===== config.mk =====
export PLATFORM = sky130hd
export DESIGN_NAME = vdst_top
export DESIGN_NICKNAME = d
export VERILOG_FILES = /design/src/core/vdst_pkg.sv /design/src/core/vdst_sync.sv /design/src/core/vdst_top.sv
export SDC_FILE = /design/constraint.sdc
export NUM_CORES = 1
export LEC_CHECK = 0
export BUFFER_PORTS_ARGS = -buffer_cell sky130_fd_sc_hd__buf_4
export CAP_MARGIN = 30
export CORE_ASPECT_RATIO = 2
export CORE_MARGIN = 10
export CORE_UTILIZATION = 35
export CTS_BUF_LIST = sky130_fd_sc_hd__clkbuf_8 sky130_fd_sc_hd__clkbuf_16
export CTS_CLUSTER_DIAMETER = 120
export DETAILED_ROUTE_END_ITERATION = 6
export PLACE_DENSITY = 0.55
export SLEW_MARGIN = 10
export SYNTH_ARGS = -nofsm -noshare
export SYNTH_HDL_FRONTEND = slang
export SYNTH_SLANG_ARGS = --single-unit

===== constraint.sdc =====
create_clock -name clk -period 3.7 [get_ports clk]
set_input_delay 0.555 -clock clk [delete_from_list [all_inputs] [get_ports clk]]
set_output_delay 0.555 -clock clk [all_outputs]
set_load 0.005 [all_outputs]

===== src/core/vdst_pkg.sv =====
// Constants, types and helpers shared by the voltage detector self test.
// Overview of operation
// Writing 01 to mode with no detector selected starts full sweep.
// Full sweep end clears the mode field.
// Detector select of 1 to 8 tests that detector only.
// Single test end leaves mode field unchanged.
// Clearing outcome flag with mode non-zero reruns.
// Software zeroes mode before clearing outcome flag.
// Any test end sets sticky outcome flag.
`default_nettype none
package vdst_pkg;
    // Number of detector events: undervoltage and overvoltage together.
    localparam int VDST_DET_COUNT = 8;
    // Field widths of the software controls, the detector index and the counter.
    localparam int VDST_MODE_W = 2;
    localparam int VDST_SEL_W = 4;
    localparam int VDST_IDX_W = 3;
    localparam int VDST_CNT_W = 8;
    // Field, index and stimulus encodings and reset values.
    localparam logic [1:0] VDST_MODE_OFF = 2'h0;
    localparam logic [1:0] VDST_MODE_FULL = 2'h1;
    localparam logic [3:0] VDST_SEL_NONE = 4'h0;
    localparam logic [3:0] VDST_SEL_MAX = 4'h8;
    localparam logic [2:0] VDST_IDX_FIRST = 3'h0;
    localparam logic [2:0] VDST_IDX_LAST = 3'h7;
    localparam logic [7:0] VDST_STIM_NONE = 8'h00;
    // Clock period and detector timing, in nanoseconds.
    localparam int VDST_CLK_NS = 50;
    localparam int VDST_SETTLE_NS = 5000;
    localparam int VDST_GAP_NS = 2000;
    // Least times round up to whole cycles.
    localparam logic [7:0] VDST_SETTLE_CYC =
        8'((VDST_SETTLE_NS + VDST_CLK_NS - 1) / VDST_CLK_NS);
    localparam logic [7:0] VDST_GAP_CYC =
        8'((VDST_GAP_NS + VDST_CLK_NS - 1) / VDST_CLK_NS);
    localparam logic [7:0] VDST_CNT_ZERO = 8'h00;
    localparam logic [7:0] VDST_CNT_ONE = 8'h01;

    // Sequencer states.
    typedef enum logic [1:0] {
        VDST_IDLE,
        VDST_STIM,
        VDST_CHECK,
        VDST_GAP
    } vdst_state_e;

    // One software access cycle to the detector test user register.
    typedef struct packed {
        logic mode_wr;
        logic [1:0] mode_data;
        logic sel_wr;
        logic [3:0] sel_data;
        logic flag_clr;
    } vdst_sw_wr_s;

    // A select value names a detector when it is 1 to 8.
    function automatic logic vdst_sel_valid(input logic [3:0] sel);
        return (sel != VDST_SEL_NONE) && (sel <= VDST_SEL_MAX);
    endfunction : vdst_sel_valid

    // One-hot stimulus for a detector index.
    function automatic logic [7:0] vdst_onehot(input logic [2:0] idx);
        return 8'(8'h01 << idx);
    endfunction : vdst_onehot
endpackage : vdst_pkg
`default_nettype wire


===== src/core/vdst_sync.sv =====
// Two-stage synchroniser for the analog detector response lines.
`default_nettype none
module vdst_sync (
    input wire logic clk,
    input wire logic rst_n,
    input wire logic [7:0] async_in,
    output logic [7:0] sync_out
);
    import vdst_pkg::*;

    // First stage; read only by the second stage.
    logic [7:0] meta_reg;

    // Comparator outputs are asynchronous, so they pass two flops.
    always_ff @(posedge clk or negedge rst_n) begin
        if (!rst_n) begin
            meta_reg <= VDST_STIM_NONE;
            sync_out <= VDST_STIM_NONE;
        end else begin
            meta_reg <= async_in;
            sync_out <= meta_reg;
        end
    end
endmodule : vdst_sync
`default_nettype wire


===== src/core/vdst_top.sv =====
// Self-test sequencer for the undervoltage and overvoltage detectors.
`default_nettype none
module vdst_top (
    input wire logic clk,
    input wire logic rst_n,
    input wire vdst_pkg::vdst_sw_wr_s sw_wr,
    input wire logic [7:0] detector_response,
    output logic [1:0] test_mode_select,
    output logic [3:0] single_detector_select,
    output logic test_outcome_flag,
    output logic test_pass,
    output logic test_busy,
    output logic [7:0] detector_stimulus
);
    import vdst_pkg::*;

    // Synchronised detector responses.
    logic [7:0] resp_sync;
    // Sequencer state and its next value.
    vdst_state_e state_reg;
    vdst_state_e state_next;
    // Detector under test and the settle or gap counter.
    logic [2:0] idx_reg;
    logic [7:0] cnt_reg;
    // High while the running test is a single-detector test.
    logic single_reg;
    // Values the register fields take after this cycle's write.
    logic [1:0] mode_eff;
    logic [3:0] sel_eff;
    // Sequencing events.
    logic start_trig;
    logic launch;
    logic launch_single;
    logic last_det;
    logic to_next;
    logic finish;
    logic cnt_done;

    vdst_sync u_sync (
        .clk(clk),
        .rst_n(rst_n),
        .async_in(detector_response),
        .sync_out(resp_sync)
    );

    // Start decoding. A clear of the outcome flag while the mode field is
    // still non-zero is taken as a fresh start; that is why software must
    // zero the mode field first after a single test.
    always_comb begin
        mode_eff = sw_wr.mode_wr ? sw_wr.mode_data : test_mode_select;
        sel_eff = sw_wr.sel_wr ? sw_wr.sel_data : single_detector_select;
        start_trig = (sw_wr.mode_wr && (sw_wr.mode_data != VDST_MODE_OFF))
            || (sw_wr.sel_wr && (sw_wr.sel_data != VDST_SEL_NONE)
                && (mode_eff != VDST_MODE_OFF))
            || (sw_wr.flag_clr && (test_mode_select != VDST_MODE_OFF));
        launch_single = vdst_sel_valid(sel_eff);
        // A start is honoured only when the sequencer is idle.
        launch = (state_reg == VDST_IDLE) && start_trig
            && (launch_single || (mode_eff == VDST_MODE_FULL));
        cnt_done = (cnt_reg == VDST_CNT_ZERO);
        last_det = single_reg || (idx_reg == VDST_IDX_LAST);
        to_next = (state_reg == VDST_GAP) && cnt_done && !last_det;
        finish = (state_reg == VDST_GAP) && cnt_done && last_det;
    end

    // Next-state decode of the sequencer.
    always_comb begin
        state_next = state_reg;
        case (state_reg)
            VDST_IDLE: begin
                // Wait for software to start a test.
                if (launch) begin
                    state_next = VDST_STIM;
                end
            end
            VDST_STIM: begin
                // Hold the stimulus until the detector has settled.
                if (cnt_done) begin
                    state_next = VDST_CHECK;
                end
            end
            VDST_CHECK: begin
                // One cycle to sample the response.
                state_next = VDST_GAP;
            end
            VDST_GAP: begin
                // Let the detector recover before the next one.
                if (finish) begin
                    state_next = VDST_IDLE;
                end else if (to_next) begin
                    state_next = VDST_STIM;
                end
            end
            default: begin
                state_next = VDST_IDLE;
            end
        endcase
    end

    // State register.
    always_ff @(posedge clk or negedge rst_n) begin
        if (!rst_n) begin
            state_reg <= VDST_IDLE;
        end else begin
            state_reg <= state_next;
        end
    end

    // Detector index and test kind, set at launch; the index steps on to the next detector at each to_next of a full sweep.
    always_ff @(posedge clk or negedge rst_n) begin
        if (!rst_n) begin
            idx_reg <= VDST_IDX_FIRST;
            single_reg <= 1'b0;
        end else if (launch) begin
            single_reg <= launch_single;
            idx_reg <= launch_single ? 3'(sel_eff - 4'h1) : VDST_IDX_FIRST;
        end else if (to_next) begin
            idx_reg <= idx_reg + 3'h1;
        end
    end

    // Settle and gap counter; it is loaded with one less than the time
    // because the loading cycle itself counts.
    always_ff @(posedge clk or negedge rst_n) begin
        if (!rst_n) begin
            cnt_reg <= VDST_CNT_ZERO;
        end else if (launch || to_next) begin
            cnt_reg <= VDST_SETTLE_CYC - VDST_CNT_ONE;
        end else if (state_reg == VDST_CHECK) begin
            cnt_reg <= VDST_GAP_CYC - VDST_CNT_ONE;
        end else if (!cnt_done) begin
            cnt_reg <= cnt_reg - VDST_CNT_ONE;
        end
    end

    // Stimulus drive: at most one detector is forced at a time.
    always_ff @(posedge clk or negedge rst_n) begin
        if (!rst_n) begin
            detector_stimulus <= VDST_STIM_NONE;
        end else if (launch) begin
            detector_stimulus <= vdst_onehot(launch_single ?
                3'(sel_eff - 4'h1) : VDST_IDX_FIRST);
        end else if (to_next) begin
            detector_stimulus <= vdst_onehot(idx_reg + 3'h1);
        end else if (state_reg == VDST_CHECK) begin
            detector_stimulus <= VDST_STIM_NONE;
        end
    end

    // Pass status: set at launch, dropped by any detector that stays quiet.
    always_ff @(posedge clk or negedge rst_n) begin
        if (!rst_n) begin
            test_pass <= 1'b0;
        end else if (launch) begin
            test_pass <= 1'b1;
        end else if ((state_reg == VDST_CHECK) && !resp_sync[idx_reg]) begin
            test_pass <= 1'b0;
        end
    end

    // Busy flag follows the sequencer.
    always_ff @(posedge clk or negedge rst_n) begin
        if (!rst_n) begin
            test_busy <= 1'b0;
        end else begin
            test_busy <= (state_next != VDST_IDLE);
        end
    end

    // Mode field. The hardware clear after a full sweep loses to a
    // software write in the same cycle, so software intent is never lost.
    always_ff @(posedge clk or negedge rst_n) begin
        if (!rst_n) begin
            test_mode_select <= VDST_MODE_OFF;
        end else if (sw_wr.mode_wr) begin
            test_mode_select <= sw_wr.mode_data;
        end else if (finish && !single_reg) begin
            test_mode_select <= VDST_MODE_OFF;
        end
        // A single test leaves the field alone at the end.
    end

    // Detector select field, written by software only.
    always_ff @(posedge clk or negedge rst_n) begin
        if (!rst_n) begin
            single_detector_select <= VDST_SEL_NONE;
        end else if (sw_wr.sel_wr) begin
            single_detector_select <= sw_wr.sel_data;
        end
    end

    // Outcome flag: completion wins over a clear in the same cycle.
    always_ff @(posedge clk or negedge rst_n) begin
        if (!rst_n) begin
            test_outcome_flag <= 1'b0;
        end else if (finish) begin
            test_outcome_flag <= 1'b1;
        end else if (sw_wr.flag_clr) begin
            test_outcome_flag <= 1'b0;
        end
    end

    property p_full_start;
        @(posedge clk) disable iff (!rst_n)
        launch && !launch_single
            |=> test_busy
                && (detector_stimulus == vdst_onehot(VDST_IDX_FIRST))
                ##1 (detector_stimulus == vdst_onehot(VDST_IDX_FIRST)) [*8];
    endproperty
    a_full_start: assert property (p_full_start)
        else $error("Full sweep did not start on detector zero.");

    property p_full_clear;
        @(posedge clk) disable iff (!rst_n)
        finish && !single_reg && !sw_wr.mode_wr
            |=> (test_mode_select == VDST_MODE_OFF) && !test_busy;
    endproperty
    a_full_clear: assert property (p_full_clear)
        else $error("Mode field not cleared after full sweep.");

    property p_single_one;
        @(posedge clk) disable iff (!rst_n)
        launch && launch_single
            |=> (detector_stimulus == vdst_onehot(3'($past(sel_eff) - 4'h1)))
                && ($countones(detector_stimulus) == 1);
    endproperty
    a_single_one: assert property (p_single_one)
        else $error("Single test drove the wrong detector.");

    property p_single_keep;
        @(posedge clk) disable iff (!rst_n)
        finish && single_reg && !sw_wr.mode_wr
            |=> test_mode_select == $past(test_mode_select);
    endproperty
    a_single_keep: assert property (p_single_keep)
        else $error("Mode field changed after single test.");

    // Only a rerun of a single test is bounded here; a full sweep rerun
    // takes longer than the window and is covered by the flag checks.
    property p_rerun;
        @(posedge clk) disable iff (!rst_n)
        (state_reg == VDST_IDLE) && sw_wr.flag_clr && !sw_wr.mode_wr
            && !sw_wr.sel_wr && (test_mode_select != VDST_MODE_OFF)
            && vdst_sel_valid(single_detector_select)
            |=> test_busy ##[1:300] test_outcome_flag;
    endproperty
    a_rerun: assert property (p_rerun)
        else $error("Clearing the flag with mode set did not rerun.");

    property p_flag_set;
        @(posedge clk) disable iff (!rst_n)
        finish |=> test_outcome_flag && !test_busy;
    endproperty
    a_flag_set: assert property (p_flag_set)
        else $error("Outcome flag not set at test end.");

    property p_flag_hold;
        @(posedge clk) disable iff (!rst_n)
        test_outcome_flag && !sw_wr.flag_clr |=> test_outcome_flag;
    endproperty
    a_flag_hold: assert property (p_flag_hold)
        else $error("Outcome flag fell without a clear.");
endmodule : vdst_top
`default_nettype wire


# ---- After elaboration in Yosys (flattened, before gate mapping)
# Cells that the tools add are included.
dict set report word_totals {
  latch_bits 0
  ram_bits 0
  regBits 47
  out_inout_bits 17
  mem_bits_ro 0
  memories 0
}
dict set report op_classes {
  order_cmp 2
  n_div 0
  eq_ne 6
  mul 0
  reduce_logical 33
  n_bitwise 0
  n_shift 2
  n_mux 24
  n_addsub 3
}
# cell count
set op_table {}
lappend op_table {{$mux 8} 6}
lappend op_table {{$reduce_bool 2->1} 8}
lappend op_table {{$shl 1x3->8 const A} 2}
lappend op_table {{$mux 2} 7}
lappend op_table {{$logic_and 1x1->1} 12}
lappend op_table {{$mux 3} 3}
lappend op_table {{$logic_not 8->1} 1}
lappend op_table {{$pmux 2 s4} 1}
lappend op_table {{$reduce_bool 4->1} 2}
lappend op_table {{$sub 8x1->8 const B} 1}
lappend op_table {{$logic_or 1x1->1} 5}
lappend op_table {{$mux 1} 5}
lappend op_table {{$eq 2x1->1 const B} 2}
lappend op_table {{$eq 2x2->1 const B} 2}
lappend op_table {{$le 4x4->1 const B} 1}
lappend op_table {{$lt 3x4->1 const B} 1}
lappend op_table {{$mux 4} 1}
lappend op_table {{$add 3x1->3 const B} 1}
lappend op_table {{$bmux 1 s3} 1}
lappend op_table {{$eq 3x3->1 const B} 1}
lappend op_table {{$logic_not 1->1} 3}
lappend op_table {{$ne 3x1->1 const B} 1}
lappend op_table {{$reduce_bool 3->1} 1}
lappend op_table {{$sub 3x1->3 const B} 1}
lappend op_table {{$logic_not 2->1} 1}

# ---- Longest topological paths before layout
dict set report logic_depth {
  ltp_word 10
  ltp_mapped 9
}

# ---- Hierarchy
# From an unflattened synthesis, not the netlist that was laid out.
dict set report hier_totals {
  cells_unflattened 191
  hier_area_um2 2158.3
}
# mod seq_area_each_um2 n_inst area_each_um2 cells_each
set by_module_without_submodules {}
lappend by_module_without_submodules {vdst_top 775.7 1 1757.9 175}
lappend by_module_without_submodules {vdst_sync 400.4 1 400.4 16}

# ---- Worst setup path after synthesis
# OpenSTA, ideal clock, no wires.
dict set report synth_timing {
  path_kind {input to register}
  from {in sw_wr[5] in the netlist's numbering}
  to {reg detector_stimulus[4]}
  setup_time_ns 0.120
  setup_slack_ns 0.787
  required_time_ns 3.580
  cell_stages 9
  arrival_ns 2.793
  cell_sequence {clkbuf_1 mux2i_1 ha_1 nor2b_1 mux2i_1 and2_1 clkbuf_1 o21ai_1 a31o_2}
}
dict set report synth_via {
  elab_chain_cells 7
  word_cells_on_any_way 16
  cone_classes {add/sub: 1; order compare: 1; shift: 1; mux: 3; reduce/logical: 10}
}
# element line_no
set synth_rtl {}
lappend synth_rtl {{start: declaration} vdst_top.sv:6} ;# input wire vdst_pkg::vdst_sw_wr_s sw_wr,
lappend synth_rtl {{branches (longest 7 deep; another with $le 4x4->1)} -}
lappend synth_rtl {{end signal: assignment} vdst_top.sv:141} ;# detector_stimulus <= vdst_onehot(launch_single ?
lappend synth_rtl {{end signal: assignment} vdst_top.sv:144} ;# detector_stimulus <= vdst_onehot(idx_reg + 3'h1);
lappend synth_rtl {{end: declaration} vdst_top.sv:13} ;# output logic [7:0] detector_stimulus
# Several ways; the timed one is not identified.
# A chain may end at the register's enable or synchronous reset.

# ---- Final worst setup path
dict set report layout_timing {
  from {in sw_wr[5] in the netlist's numbering}
  to {reg test_busy}
}
dict set report layout_via {
  elab_chain_cells 9
  word_cells_on_any_way 14
  cone_classes {order compare: 1; mux: 3; reduce/logical: 10}
}
# element line_no
set layout_rtl {}
lappend layout_rtl {{branches (longest 5 deep; another with $le 4x4->1)} -}
lappend layout_rtl {{$logic_and 1x1->1 *} vdst_top.sv:59} ;# && (launch_single || (mode_eff == VDST_MODE_FULL));
lappend layout_rtl {{$mux 2 *} vdst_top.sv:72} ;# if (launch) begin
lappend layout_rtl {{$pmux 2 s4 *} vdst_top.sv:69} ;# case (state_reg)
lappend layout_rtl {{$reduce_bool 2->1 *} vdst_top.sv:166} ;# test_busy <= (state_next != VDST_IDLE);
lappend layout_rtl {{end signal: assignment} vdst_top.sv:166}
lappend layout_rtl {{end: declaration} vdst_top.sv:12} ;# output logic test_busy,
# Every way passes the cells marked *.

==> results.cfg <==
[setup_path]
crit_path_max_incr_delay_ns = 0.54
crit_path_start_kind = input pin
crit_cells = 8
cp_max_fo = 9
crit-reg2reg-capture = test_busy
crit_chain = buf_4 -> mux2i_1 -> ha_1 -> nor2b_1 -> mux2_2 -> and2_1 -> o21ai_1 -> o21ai_0
reg2regPathDepth = 7
required_ns = 3.84
cp_num_buf_inv = 1
cp_slowest_cell = o21ai_1
rrSetupSlack_ns = 1.01
crit_family = multiplexers
crit_type = input pin to flop
crit_arrival_ns = 2.92
worstReg2RegStart = single_detector_select[0]
critPathCaptureType = flop

[timing]
hold_viol = 0
drv_slew = 0
finalSetupViolCount = 0
holdWs_ns = 0.262
slew_headroom_pct = 46.8
post-route-min-period_ns = 2.79
rsz0062_at_grt = false
setup-tns-final_ns = 0
worst_slew_pin_slew_ns = 0.790
final.setup_skew_ns = 0.00637
timing.fmax_mhz = 358
period_share_pct = 75.4

[place]
dp_hpwl_um = 4460
port_buffers = 35
globalplace.congestion = 0.803
postPlaceCellArea_um2 = 2650

[floorplanning]
die_area_um2 = 10600
coreArea_um2 = 6570
rows = 42
die-height_um = 136
pin_count = 36
initial_core_util_pct = 35.7
fp.dieW_um = 77.8

[logic_synthesis]
syn_nets = 241
synthCells = 212
ys_types = 53
yosysSeqAreaShare_pct = 50.2
avgSynthCellArea_um2 = 11.0
synth_edf_count = 0
synth-seq-cells = 47
ys_warn_count = 0
async_flop_share_pct = 100
synth_area_um2 = 2340
synthFlopType = dfrtp_1

[grt]
antenna_found_initial = 0
grt_pass1_vias = 1888
grt_pass1_wl_um = 9400
grt_max_degree = 48
grt_util_all_layers_pct = 11.5
overflow = 0

[route]
num_vias = 1699
wl_per_cell_um = 16.7
drt-initial-drc-count = 83
vias_per_cell = 5.06
routed_wl_um = 5610
first_pass_iters = 4
ant_nets = 0
drc = 0

[power_and_ir_drop]
cellPowerDensity_nw_per_um2 = 692
p_leak_uw = 0.00125
ir_worst_vdd_mv = 0.534

[cells_and_area]
layout_commonest_cell = dfrtp_1
final_design_area_no_fill_um2 = 2830
diodes = 0
synthToLayoutAreaGrowth_pct = 20.6
final_cell_mix = 47 x dfrtp_1, 37 x buf_4, 16 x nand2_1
drive_gt1_share_pct = 23.8
nets = 276

[outcome]
status = finished, final reports clean

[cts]
cts_max_level = 2
clk_pin_slew_worst_paths_ns = 0.06
cts_sinks = 47
root_buffer = clkbuf_16
numCtsBuffers = 5
ctsResizeCount = 0
post_cts.repair.setup_buffers = 0
hold_buffers = 0
cts_buffer_depth = 2
clock_latency_ns = 0.29
cts_tree = yes

[job]
cap_violations = 0

[min_path]
worstHoldPathType = input pin to async pin
==> synthesized netlist by cell type (all sizes together), types with 3 or more instances <==
cell     number  area [um^2]
nor3          4         20.0
o41ai         4         35.0
o22ai         3         18.8
ha           10          125
buf           3         30.0
xnor2         6         52.6
nand2        16         60.1
clkbuf        6         46.3
a2bb2oi       6         65.1
inv          11         41.3
a32oi         3         26.3
xor2          3         26.3
mux2i         7         70.1
nor4          4         31.3
nor2b         6         37.5
nand3         7         35.0
o21ai        15         86.3
nand2b        6         37.5
nor2         15         56.3
dfrtp        47         1180
==> worst max-delay path by stage <==
stage / from / to / slack (ns)
2_1_floorplan: sw_wr[5] / detector_stimulus[4] / 0.79
3_3_place_gp: sw_wr[5] / test_busy / 0.72
3_5_place_dp: sw_wr[5] / test_busy / 0.61
4_1_cts: sw_wr[5] / test_busy / 0.92
5_1_grt: sw_wr[5] / test_busy / 0.66
6_report: sw_wr[5] / test_busy / 0.91
==> worst reg2reg max path: cells and delay by family (launching register included) <==
family | cells | cell delay (ns)
compound gates | 2 | 0.74
fa+ha+maj | 1 | 0.24
flops | 1 | 0.38
mux | 2 | 0.81
simple gates | 2 | 0.37
==> cells by family after synthesis <==
logic type               Yosys count  share of synthesized area [%]
adder cells (fa/ha/maj)           10                           5.34
XOR/XNOR                           9                           3.37
flip-flops                        47                           50.2
AND/OR/NAND/NOR                   70                           15.6
multiplexers                      10                           5.40
AO/OA/AOI/OAI                     46                           15.1
buffers and inverters             20                           5.02
==> per-layer routing <==
metal	track usage, %	vias to the layer above	wire, um
met5	0	-	0
met4	6.53	0	184
met3	2.66	10	204
met2	22.1	35	3300
met1	10.5	831	1910
li1	-	823	-
==> area by class of cell <==
class / count / area, um^2
clock buffers: 5 / 125
clock inverters: 3 / 46.3
fillers: 642 / 3740
inverters: 11 / 41.3
multi-input cells: 145 / 1050
flip-flops and latches: 47 / 1180
well taps: 88 / 110
repair buffers: 37 / 278
==> power breakdown <==
part	switching, uW	internal [uW]
logic	322	332
registers	135	647
clock network	199	321
total	655	1300
==> through the flow <==
stage | utilization [%] | std cells | setup slack (ns) | total power (uW)
floorplan | - | 212 | 0.787 | 1230
global placement | 40.4 | 328 | 0.717 | 1460
detailed placement | 40.4 | 328 | 0.606 | 1460
CTS | 43.0 | 336 | 0.915 | 1990
global route | 43.0 | 336 | 0.657 | 2100
finish | 43.0 | 336 | 0.910 | 1960
No activity file was read; power rests on OpenSTA's default activity.
